File: src/shared/isamc_regs.vh
// Timing constants of the expansion bus master cycle sequencer
`ifndef ISAMC_REGS_VH
`define ISAMC_REGS_VH

// Least spacings, in T (one period of the double-rate bus clock)
`define ISAMC_T_LA_BEFORE_ALE_OFF   5
`define ISAMC_T_LA_BEFORE_CMD_ON    5
`define ISAMC_T_SA_BEFORE_ALE_OFF   1
`define ISAMC_T_SA_BEFORE_CMD_ON    2
`define ISAMC_T_ALE_MIN_WIDTH       1
`define ISAMC_T_ALE_ON_TO_CMD_ON    2
`define ISAMC_T_ALE_OFF_TO_LA_OFF   14
`define ISAMC_T_ALE_ON_TO_CMD_OFF   11
`define ISAMC_T_CMD_ON_TO_LA_OFF    13
`define ISAMC_T_CMD_MIN_WIDTH       9
`define ISAMC_T_CMD_ON_TO_SA_OFF    10
`define ISAMC_T_CMD_OFF_TO_ALE_ON   1

// Chosen placement of ALE assertion and its width inside a cycle
`define ISAMC_T_ALE_ON_MARK         4
`define ISAMC_T_ALE_WIDTH           1

// Core clock cycles per T
`define ISAMC_CORE_PER_T            3

// Reset values of the active-low strobes and the bus clock
`define ISAMC_STROBE_IDLE           1'h1
`define ISAMC_BUSCLK_RESET          1'h0

`endif

File: src/design/isamc_tick_gen.v
// Double-rate bus clock divider and T-period tick
`timescale 1ns/1ps
`default_nettype none
`include "isamc_regs.vh"

module isamc_tick_gen #(
    parameter integer CORE_PER_T = `ISAMC_CORE_PER_T
) (
    input  wire       core_clk,
    input  wire       srst,
    output reg        tTick,
    output reg        busClk
);

    reg  [7:0] divCount_reg;
    wire       wrapNow;

    assign wrapNow = (divCount_reg == CORE_PER_T[7:0] - 8'h01);

    // Divider; one tick per T and the bus clock rises with it
    always @(posedge core_clk) begin
        if (srst) begin
            divCount_reg <= 8'h00;
            tTick        <= 1'b0;
            busClk       <= `ISAMC_BUSCLK_RESET;
        end else begin
            divCount_reg <= wrapNow ? 8'h00 : divCount_reg + 8'h01;
            tTick        <= wrapNow;
            if (wrapNow) begin
                busClk <= 1'b1;
            end else if (divCount_reg == (CORE_PER_T[7:0] >> 1)) begin
                busClk <= 1'b0;
            end
        end
    end

endmodule // isamc_tick_gen

`default_nettype wire

File: src/design/isamc_tick_sampler.v
// Group sampler that captures a bus once per T
`timescale 1ns/1ps
`default_nettype none

module isamc_tick_sampler #(
    parameter integer WIDTH = 4
) (
    input  wire             core_clk,
    input  wire             srst,
    input  wire             tTick,
    input  wire [WIDTH-1:0] groupIn,
    output reg  [WIDTH-1:0] groupOut
);

    // Capture on the T edge only
    always @(posedge core_clk) begin
        if (srst) begin
            groupOut <= {WIDTH{1'b0}};
        end else if (tTick) begin
            groupOut <= groupIn;
        end
    end

endmodule // isamc_tick_sampler

`default_nettype wire

File: src/design/isamc_master_seq.v
// Expansion bus master cycle sequencer with multiplexed IPC lines
//
// Contract
// - LA valid 5T before ALE negated
// - LA valid 5T before memory command
// - SA and SBHE valid 1T before ALE negated
// - SA valid 2T before memory command
// - SA valid 2T before I/O command
// - ALE asserted at least 1T
// - ALE asserted 2T before any command
// - LA held 14T after ALE negated
// - Memory command negated 11T after ALE on
// - LA held 13T after memory command
// - Memory command strobes held at least 9T
// - I/O command strobes held at least 9T
// - SA held 10T after memory command
// - DMA ack code and TC on bus clock
`timescale 1ns/1ps
`default_nettype none
`include "isamc_regs.vh"

module isamc_master_seq #(
    parameter integer CORE_PER_T = `ISAMC_CORE_PER_T,
    parameter integer IRQ_W      = 4,
    parameter integer DREQ_W     = 2,
    parameter integer DACK_W     = 3
) (
    input  wire              core_clk,
    input  wire              srst,
    // Cycle request from the core side
    input  wire              reqValid,
    input  wire              reqIsIo,
    input  wire              reqWrite,
    input  wire              reqLowMeg,
    input  wire [23:0]       reqAddr,
    input  wire              reqByteHigh,
    output reg               reqReady,
    output reg               cycleDone,
    // Bus address and strobes
    output reg  [6:0]        laOut,
    output reg               laOe,
    output reg  [19:0]       saOut,
    output reg               sbheN,
    output reg               saOe,
    output reg               aleN,
    output reg               memrN,
    output reg               memwN,
    output reg               smemrN,
    output reg               smemwN,
    output reg               iorN,
    output reg               iowN,
    output reg               double_rate_bus_clock,
    // Multiplexed IPC lines
    input  wire [DACK_W-1:0] dmaAckCodeCore,
    input  wire              termCountCore,
    output reg  [DACK_W-1:0] dma_acknowledge_code,
    output reg               termCountOut,
    input  wire [IRQ_W-1:0]  interrupt_request_group_in,
    input  wire [DREQ_W-1:0] dma_request_group_in,
    output reg  [IRQ_W-1:0]  irqGroupSampled,
    output reg  [DREQ_W-1:0] dreqGroupSampled
);

    // Cycle marks in T, counted from the start of address drive
    localparam integer ALE_ON_I  = `ISAMC_T_ALE_ON_MARK;
    localparam integer ALE_W_I   = (`ISAMC_T_ALE_WIDTH > `ISAMC_T_ALE_MIN_WIDTH) ?
                                   `ISAMC_T_ALE_WIDTH : `ISAMC_T_ALE_MIN_WIDTH;
    localparam integer ALE_OFF_A = ALE_ON_I + ALE_W_I;
    localparam integer ALE_OFF_B = (`ISAMC_T_LA_BEFORE_ALE_OFF > `ISAMC_T_SA_BEFORE_ALE_OFF) ?
                                   `ISAMC_T_LA_BEFORE_ALE_OFF : `ISAMC_T_SA_BEFORE_ALE_OFF;
    localparam integer ALE_OFF_I = (ALE_OFF_A > ALE_OFF_B) ? ALE_OFF_A : ALE_OFF_B;
    localparam integer CMD_ON_A  = ALE_ON_I + `ISAMC_T_ALE_ON_TO_CMD_ON;
    localparam integer CMD_ON_B  = (`ISAMC_T_LA_BEFORE_CMD_ON > `ISAMC_T_SA_BEFORE_CMD_ON) ?
                                   `ISAMC_T_LA_BEFORE_CMD_ON : `ISAMC_T_SA_BEFORE_CMD_ON;
    localparam integer CMD_ON_I  = (CMD_ON_A > CMD_ON_B) ? CMD_ON_A : CMD_ON_B;
    localparam integer CMD_OFF_A = CMD_ON_I + `ISAMC_T_CMD_MIN_WIDTH;
    localparam integer CMD_OFF_B = ALE_ON_I + `ISAMC_T_ALE_ON_TO_CMD_OFF;
    localparam integer CMD_OFF_I = (CMD_OFF_A > CMD_OFF_B) ? CMD_OFF_A : CMD_OFF_B;
    localparam integer LA_OFF_A  = ALE_OFF_I + `ISAMC_T_ALE_OFF_TO_LA_OFF;
    localparam integer LA_OFF_B  = CMD_ON_I + `ISAMC_T_CMD_ON_TO_LA_OFF;
    localparam integer LA_OFF_C  = (LA_OFF_A > LA_OFF_B) ? LA_OFF_A : LA_OFF_B;
    localparam integer SA_OFF_A  = CMD_ON_I + `ISAMC_T_CMD_ON_TO_SA_OFF;
    localparam integer LA_OFF_I  = (LA_OFF_C > SA_OFF_A) ? LA_OFF_C : SA_OFF_A;
    localparam integer END_I     = LA_OFF_I + `ISAMC_T_CMD_OFF_TO_ALE_ON;

    localparam [5:0] MARK_ALE_ON  = ALE_ON_I[5:0];
    localparam [5:0] MARK_ALE_OFF = ALE_OFF_I[5:0];
    localparam [5:0] MARK_CMD_ON  = CMD_ON_I[5:0];
    localparam [5:0] MARK_CMD_OFF = CMD_OFF_I[5:0];
    localparam [5:0] MARK_ADR_OFF = LA_OFF_I[5:0];
    localparam [5:0] MARK_END     = END_I[5:0];

    // One-hot sequencer states
    localparam [5:0] ST_IDLE = 6'h01;
    localparam [5:0] ST_ADDR = 6'h02;
    localparam [5:0] ST_ALE  = 6'h04;
    localparam [5:0] ST_CMD  = 6'h08;
    localparam [5:0] ST_HOLD = 6'h10;
    localparam [5:0] ST_RECV = 6'h20;

    wire              tTick;
    wire              busClkDiv;
    wire [IRQ_W-1:0]  irqSampled;
    wire [DREQ_W-1:0] dreqSampled;

    reg  [5:0]        state_reg;
    reg  [5:0]        state_next;
    reg  [5:0]        pos_reg;
    reg  [5:0]        pos_next;
    reg               isIo_reg;
    reg               isWrite_reg;
    reg               lowMeg_reg;
    wire              cmdActive;

    // T tick and the double-rate bus clock
    isamc_tick_gen #(
        .CORE_PER_T (CORE_PER_T)
    ) u_tick (
        .core_clk (core_clk),
        .srst     (srst),
        .tTick    (tTick),
        .busClk   (busClkDiv)
    );

    // Interrupt group taken once per T
    isamc_tick_sampler #(
        .WIDTH (IRQ_W)
    ) u_irq_smp (
        .core_clk (core_clk),
        .srst     (srst),
        .tTick    (tTick),
        .groupIn  (interrupt_request_group_in),
        .groupOut (irqSampled)
    );

    // DMA request group taken once per T
    isamc_tick_sampler #(
        .WIDTH (DREQ_W)
    ) u_dreq_smp (
        .core_clk (core_clk),
        .srst     (srst),
        .tTick    (tTick),
        .groupIn  (dma_request_group_in),
        .groupOut (dreqSampled)
    );

    // Next position and state; all marks counted in T
    always @* begin
        state_next = state_reg;
        pos_next   = pos_reg;
        if (tTick) begin
            case (state_reg)
                ST_IDLE: begin
                    if (reqValid) begin
                        state_next = ST_ADDR;
                        pos_next   = 6'h00;
                    end
                end
                ST_ADDR: begin
                    pos_next = pos_reg + 6'h01;
                    if (pos_next == MARK_ALE_ON) begin
                        state_next = ST_ALE;
                    end
                end
                ST_ALE: begin
                    pos_next = pos_reg + 6'h01;
                    if (pos_next == MARK_CMD_ON) begin
                        state_next = ST_CMD;
                    end
                end
                ST_CMD: begin
                    pos_next = pos_reg + 6'h01;
                    if (pos_next == MARK_CMD_OFF) begin
                        state_next = ST_HOLD;
                    end
                end
                ST_HOLD: begin
                    pos_next = pos_reg + 6'h01;
                    if (pos_next == MARK_ADR_OFF) begin
                        state_next = ST_RECV;
                    end
                end
                ST_RECV: begin
                    pos_next = pos_reg + 6'h01;
                    if (pos_next == MARK_END) begin
                        state_next = ST_IDLE;
                    end
                end
                default: begin
                    state_next = ST_IDLE;
                    pos_next   = 6'h00;
                end
            endcase
        end
    end

    // State, position and request attributes
    always @(posedge core_clk) begin
        if (srst) begin
            state_reg   <= ST_IDLE;
            pos_reg     <= 6'h00;
            isIo_reg    <= 1'b0;
            isWrite_reg <= 1'b0;
            lowMeg_reg  <= 1'b0;
        end else begin
            state_reg <= state_next;
            pos_reg   <= pos_next;
            if (state_reg == ST_IDLE && tTick && reqValid) begin
                isIo_reg    <= reqIsIo;
                isWrite_reg <= reqWrite;
                lowMeg_reg  <= reqLowMeg;
            end
        end
    end

    assign cmdActive = (state_next == ST_CMD);

    // Request handshake flags
    always @(posedge core_clk) begin
        if (srst) begin
            reqReady  <= 1'b0;
            cycleDone <= 1'b0;
        end else begin
            reqReady  <= (state_next == ST_IDLE);
            cycleDone <= (state_reg == ST_RECV) && (state_next == ST_IDLE);
        end
    end

    // Address drive: LA and SA from start until both holds expire
    always @(posedge core_clk) begin
        if (srst) begin
            laOut <= 7'h00;
            laOe  <= 1'b0;
            saOut <= 20'h00000;
            sbheN <= `ISAMC_STROBE_IDLE;
            saOe  <= 1'b0;
        end else if (state_reg == ST_IDLE && state_next == ST_ADDR) begin
            laOut <= reqAddr[23:17];
            laOe  <= 1'b1;
            saOut <= reqAddr[19:0];
            sbheN <= ~reqByteHigh;
            saOe  <= 1'b1;
        end else if (state_next == ST_RECV || state_next == ST_IDLE) begin
            laOe  <= 1'b0;
            saOe  <= 1'b0;
            sbheN <= `ISAMC_STROBE_IDLE;
        end
    end

    // ALE: asserted at its mark for its width
    always @(posedge core_clk) begin
        if (srst) begin
            aleN <= `ISAMC_STROBE_IDLE;
        end else if (state_next == ST_ADDR || state_next == ST_IDLE) begin
            aleN <= `ISAMC_STROBE_IDLE;
        end else if (tTick && pos_next == MARK_ALE_ON) begin
            aleN <= 1'b0;
        end else if (tTick && pos_next == MARK_ALE_OFF) begin
            aleN <= `ISAMC_STROBE_IDLE;
        end
    end

    // Command strobes: one of memrN, memwN, iorN, iowN, or memrN/memwN with smemrN/smemwN on low-meg cycles, held between the command marks
    always @(posedge core_clk) begin
        if (srst) begin
            memrN  <= `ISAMC_STROBE_IDLE;
            memwN  <= `ISAMC_STROBE_IDLE;
            smemrN <= `ISAMC_STROBE_IDLE;
            smemwN <= `ISAMC_STROBE_IDLE;
            iorN   <= `ISAMC_STROBE_IDLE;
            iowN   <= `ISAMC_STROBE_IDLE;
        end else begin
            memrN  <= ~(cmdActive && !isIo_reg && !isWrite_reg);
            memwN  <= ~(cmdActive && !isIo_reg && isWrite_reg);
            smemrN <= ~(cmdActive && !isIo_reg && !isWrite_reg && lowMeg_reg);
            smemwN <= ~(cmdActive && !isIo_reg && isWrite_reg && lowMeg_reg);
            iorN   <= ~(cmdActive && isIo_reg && !isWrite_reg);
            iowN   <= ~(cmdActive && isIo_reg && isWrite_reg);
        end
    end

    // IPC lines re-timed to the T edge
    always @(posedge core_clk) begin
        if (srst) begin
            dma_acknowledge_code  <= {DACK_W{1'b0}};
            termCountOut          <= 1'b0;
            irqGroupSampled       <= {IRQ_W{1'b0}};
            dreqGroupSampled      <= {DREQ_W{1'b0}};
            double_rate_bus_clock <= `ISAMC_BUSCLK_RESET;
        end else begin
            double_rate_bus_clock <= busClkDiv;
            irqGroupSampled       <= irqSampled;
            dreqGroupSampled      <= dreqSampled;
            if (tTick) begin
                dma_acknowledge_code <= dmaAckCodeCore;
                termCountOut         <= termCountCore;
            end
        end
    end

endmodule // isamc_master_seq

`default_nettype wire

File: config.mk
export PLATFORM = sky130hd
export DESIGN_NAME = isamc_master_seq
export DESIGN_NICKNAME = d
export VERILOG_FILES = /design/src/design/isamc_tick_gen.v /design/src/design/isamc_tick_sampler.v /design/src/design/isamc_master_seq.v
export VERILOG_INCLUDE_DIRS = /design/src /design/src/shared
export SDC_FILE = /design/constraint.sdc
export NUM_CORES = 1
export LEC_CHECK = 0
export BUFFER_PORTS_ARGS = -buffer_cell sky130_fd_sc_hd__buf_4
export CORE_ASPECT_RATIO = 2
export CORE_MARGIN = 5
export CORE_UTILIZATION = 46
export DETAILED_ROUTE_END_ITERATION = 6
export PLACE_DENSITY_LB_ADDON = 0.12
export SYNTH_ARGS = -nofsm -noshare
export SYNTH_HDL_FRONTEND = slang
export SYNTH_HIERARCHICAL = 1
export SYNTH_SLANG_ARGS = --single-unit
File: constraint.sdc
create_clock -name core_clk -period 6 [get_ports core_clk]
set_input_delay 0.6 -clock core_clk [delete_from_list [all_inputs] [get_ports core_clk]]
set_output_delay 0.6 -clock core_clk [all_outputs]
set_load 0.005 [all_outputs]
==> results.cfg <==
[floorplan]
core-area_um2 = 7540
die_x_um = 72.1
die-height_um = 134
die-area_um2 = 9670
start_util = 0.470
ios = 91
row_count = 45

[global_routing]
track_usage = 0.208
grt_overflow = 0
grt_pass1_wl_um = 15500
grt_max_degree = 66
antenna_found_initial = 0
grt_pass1_vias = 3162

[timing]
drv_slew = 0
rsz0062_at_grt = no
final.period_utilization = 0.521
setup_violations = 0
finClkSkew_ps = 5.87
period_minus_slack_ps = 3120
worst_hold_slack_ps = 417
layout_setup_ws_ps = 2880
setup_tns_ps = 0
max-slew-margin-rel = 0.226
max_freq_mhz = 320
worstMarginPinSlew_ps = 1160
hold_viol = 0

[routing]
drt-wirelength-per-cell_um = 16.8
drc = 0
finalWirelength_um = 9870
dr.pass1.iters = 4
drtIter0Drc = 205
via_per_inst = 5.43
final_antenna_net_count = 0
vias = 3194

[power_and_ir_drop]
switchingPower_uw = 281
p_leak_nw = 1.72
p_per_area_nw_per_um2 = 266
share_comb_of_total_power = 0.102
switching_share = 0.236
ir_drop_uv = 238
seqPwrFrac = 0.458
p_clk_frac = 0.440
p_int_uw = 911

[cts]
htreeDepth = 3
cts_hold_buf = 0
insertion_delay_ps = 330
cts_max_path_buffers = 2
cts_resized = 0
cts_buffers = 9
cts.clk_slew.worst_paths_ps = 60
cts_tree = yes
post_cts_buffers = 0
cts-root-buf = clkbuf_16
numClockSinks = 77

[layout]
seq_area_um2 = 1540
diodes = 0
fin_cells = 588
nets = 536
syn2layout_area_growth_pct = 26.5
multi_input_area_um2 = 1810
nFillCells = 718
largest_register_ffs = 17
drive_gt1_frac = 0.255

[synth]
synth_mux_area_frac = 0.0311
synth-seq-cells = 77
synth_fp_nets = 462
avgSynthCellArea_um2 = 8.54
synth-compound-area-share = 0.172
ys_types = 70
syn_area_um2 = 3550
synthAdderAreaFrac = 0.0212
synth-simple-area-share = 0.266
synth_cells = 415
synthFlopType = dfxtp_1
synth_top_family_by_area = simple AND/OR/NAND/NOR gates
synth_edf_count = 0
synth_xor_area_frac = 0.0198
ys_async_sr_fraction = 0
yosysWarnings = 6
yosysSeqAreaShare = 0.435

[min_path]
hold_path_depth = 1
hold_path.class = reg2reg
hp-start = lowMeg_reg
min_to = smemwN

[setup_path]
rrSetupSlack_ps = 2880
cp-startpoint = state_reg[2]
crit_type = reg2reg
r2r_end = aleN
reg2regPathDepth = 8
cp_max_fo = 28
worstPathRequired_ps = 6220
arrival_ps = 3340
cp-end-kind = flip-flop
start_kind = flip-flop
r2r-start = state_reg[2]

[run]
max_cap_violations = 0

[place]
dp_cells = 572
numPortBuffers = 90
place_worst_setup_slack_ps = 2880
hpwl_um = 7680
gp_congestion = 0.966

[status]
status = finished clean
[cell usage after synthesis, drive strengths merged, types with 4 or more instances]
master  count  area, um^2
a21oi      43         219
mux2i      11         110
nand4       8        50.1
o21ai      10        53.8
inv        11        41.3
clkbuf     15        57.6
xor2        7        61.3
nor2b      16         100
a31oi       4        31.3
or3         4        25.0
ha          6        75.1
nand3      13        65.1
nor3        7        35.0
nor2       33         124
nand2      72         270
nand2b      6        37.5
dfxtp      77        1540
buf        12        85.1
[kinds of logic (layout without fill, tap and decap cells)]
group                    Yosys count  count (layout)
AND/OR/NAND/NOR                  185             185
AO/OA/AOI/OAI                     89              89
multiplexers                      11              11
buffers and inverters             39             118
adder cells (fa/ha/maj)            6               6
XOR/XNOR                           8               8
flip-flops                        77              77
[through the flow]
stage          total power, mW  utilization  area (um^2)
2_1_floorplan            0.625            -         3550
4_1_cts                   1.21        0.595         4490
3_3_place_gp             0.678        0.556         4190
6_report                  1.19        0.595         4490
5_1_grt                   1.24        0.595         4490
3_5_place_dp             0.680        0.556         4190
[placed cells by master (no fill, tap or decap), types with 7 or more instances in the layout]
cell / netlist / layout
buf_4: 6 / 91
dfxtp_1: 77 / 77
nand2_1: 72 / 72
a21oi_1: 42 / 42
nor2_1: 33 / 33
nor2b_1: 16 / 16
nand3_1: 13 / 13
inv_1: 11 / 11
mux2i_1: 11 / 11
clkbuf_16: 0 / 9
nand4_1: 8 / 8
o21ai_0: 8 / 8
xor2_1: 7 / 7
nor3_1: 7 / 7
[critical path: stages (launching register included)]
cell	delay [ps]
dfxtp_1	390
or4_4	620
nor2_1	190
and3_1	800
a21oi_1	120
a31oi_2	310
xor2_1	110
a31o_1	240
a211o_1	220
[final cells by class]
cell class / count / area share
tap: 94 / 0.0262
sequential: 77 / 0.344
multi-input combinational: 299 / 0.404
clock buffer: 10 / 0.0510
inverter: 11 / 0.00920
timing repair buffer: 91 / 0.152
clock inverter: 6 / 0.0142
[metal layers]
metal	GRT usage	wire length, um	vias to the layer above
li1	-	-	1593
met1	0.189	3280	1462
met2	0.387	5630	101
met3	0.0563	431	38
met4	0.130	534	0
met5	0	0	-
[worst max path at each step]
stage,to,cells after the start,slack [ps]
floorplan,aleN,9,3430
global placement,aleN,8,2860
detailed placement,aleN,8,2880
CTS,aleN,8,2850
global route,aleN,8,2630
finish,aleN,8,2880
[power by group through the flow]
stage / combinational [mW] / sequential, mW / clock (mW)
detailed placement: 0.122 / 0.557 / 0
global placement: 0.122 / 0.557 / 0
CTS: 0.123 / 0.546 / 0.537
global route: 0.134 / 0.549 / 0.562
floorplan: 0.0701 / 0.555 / 0
finish: 0.121 / 0.546 / 0.524
(Power assumes the default switching activity.)
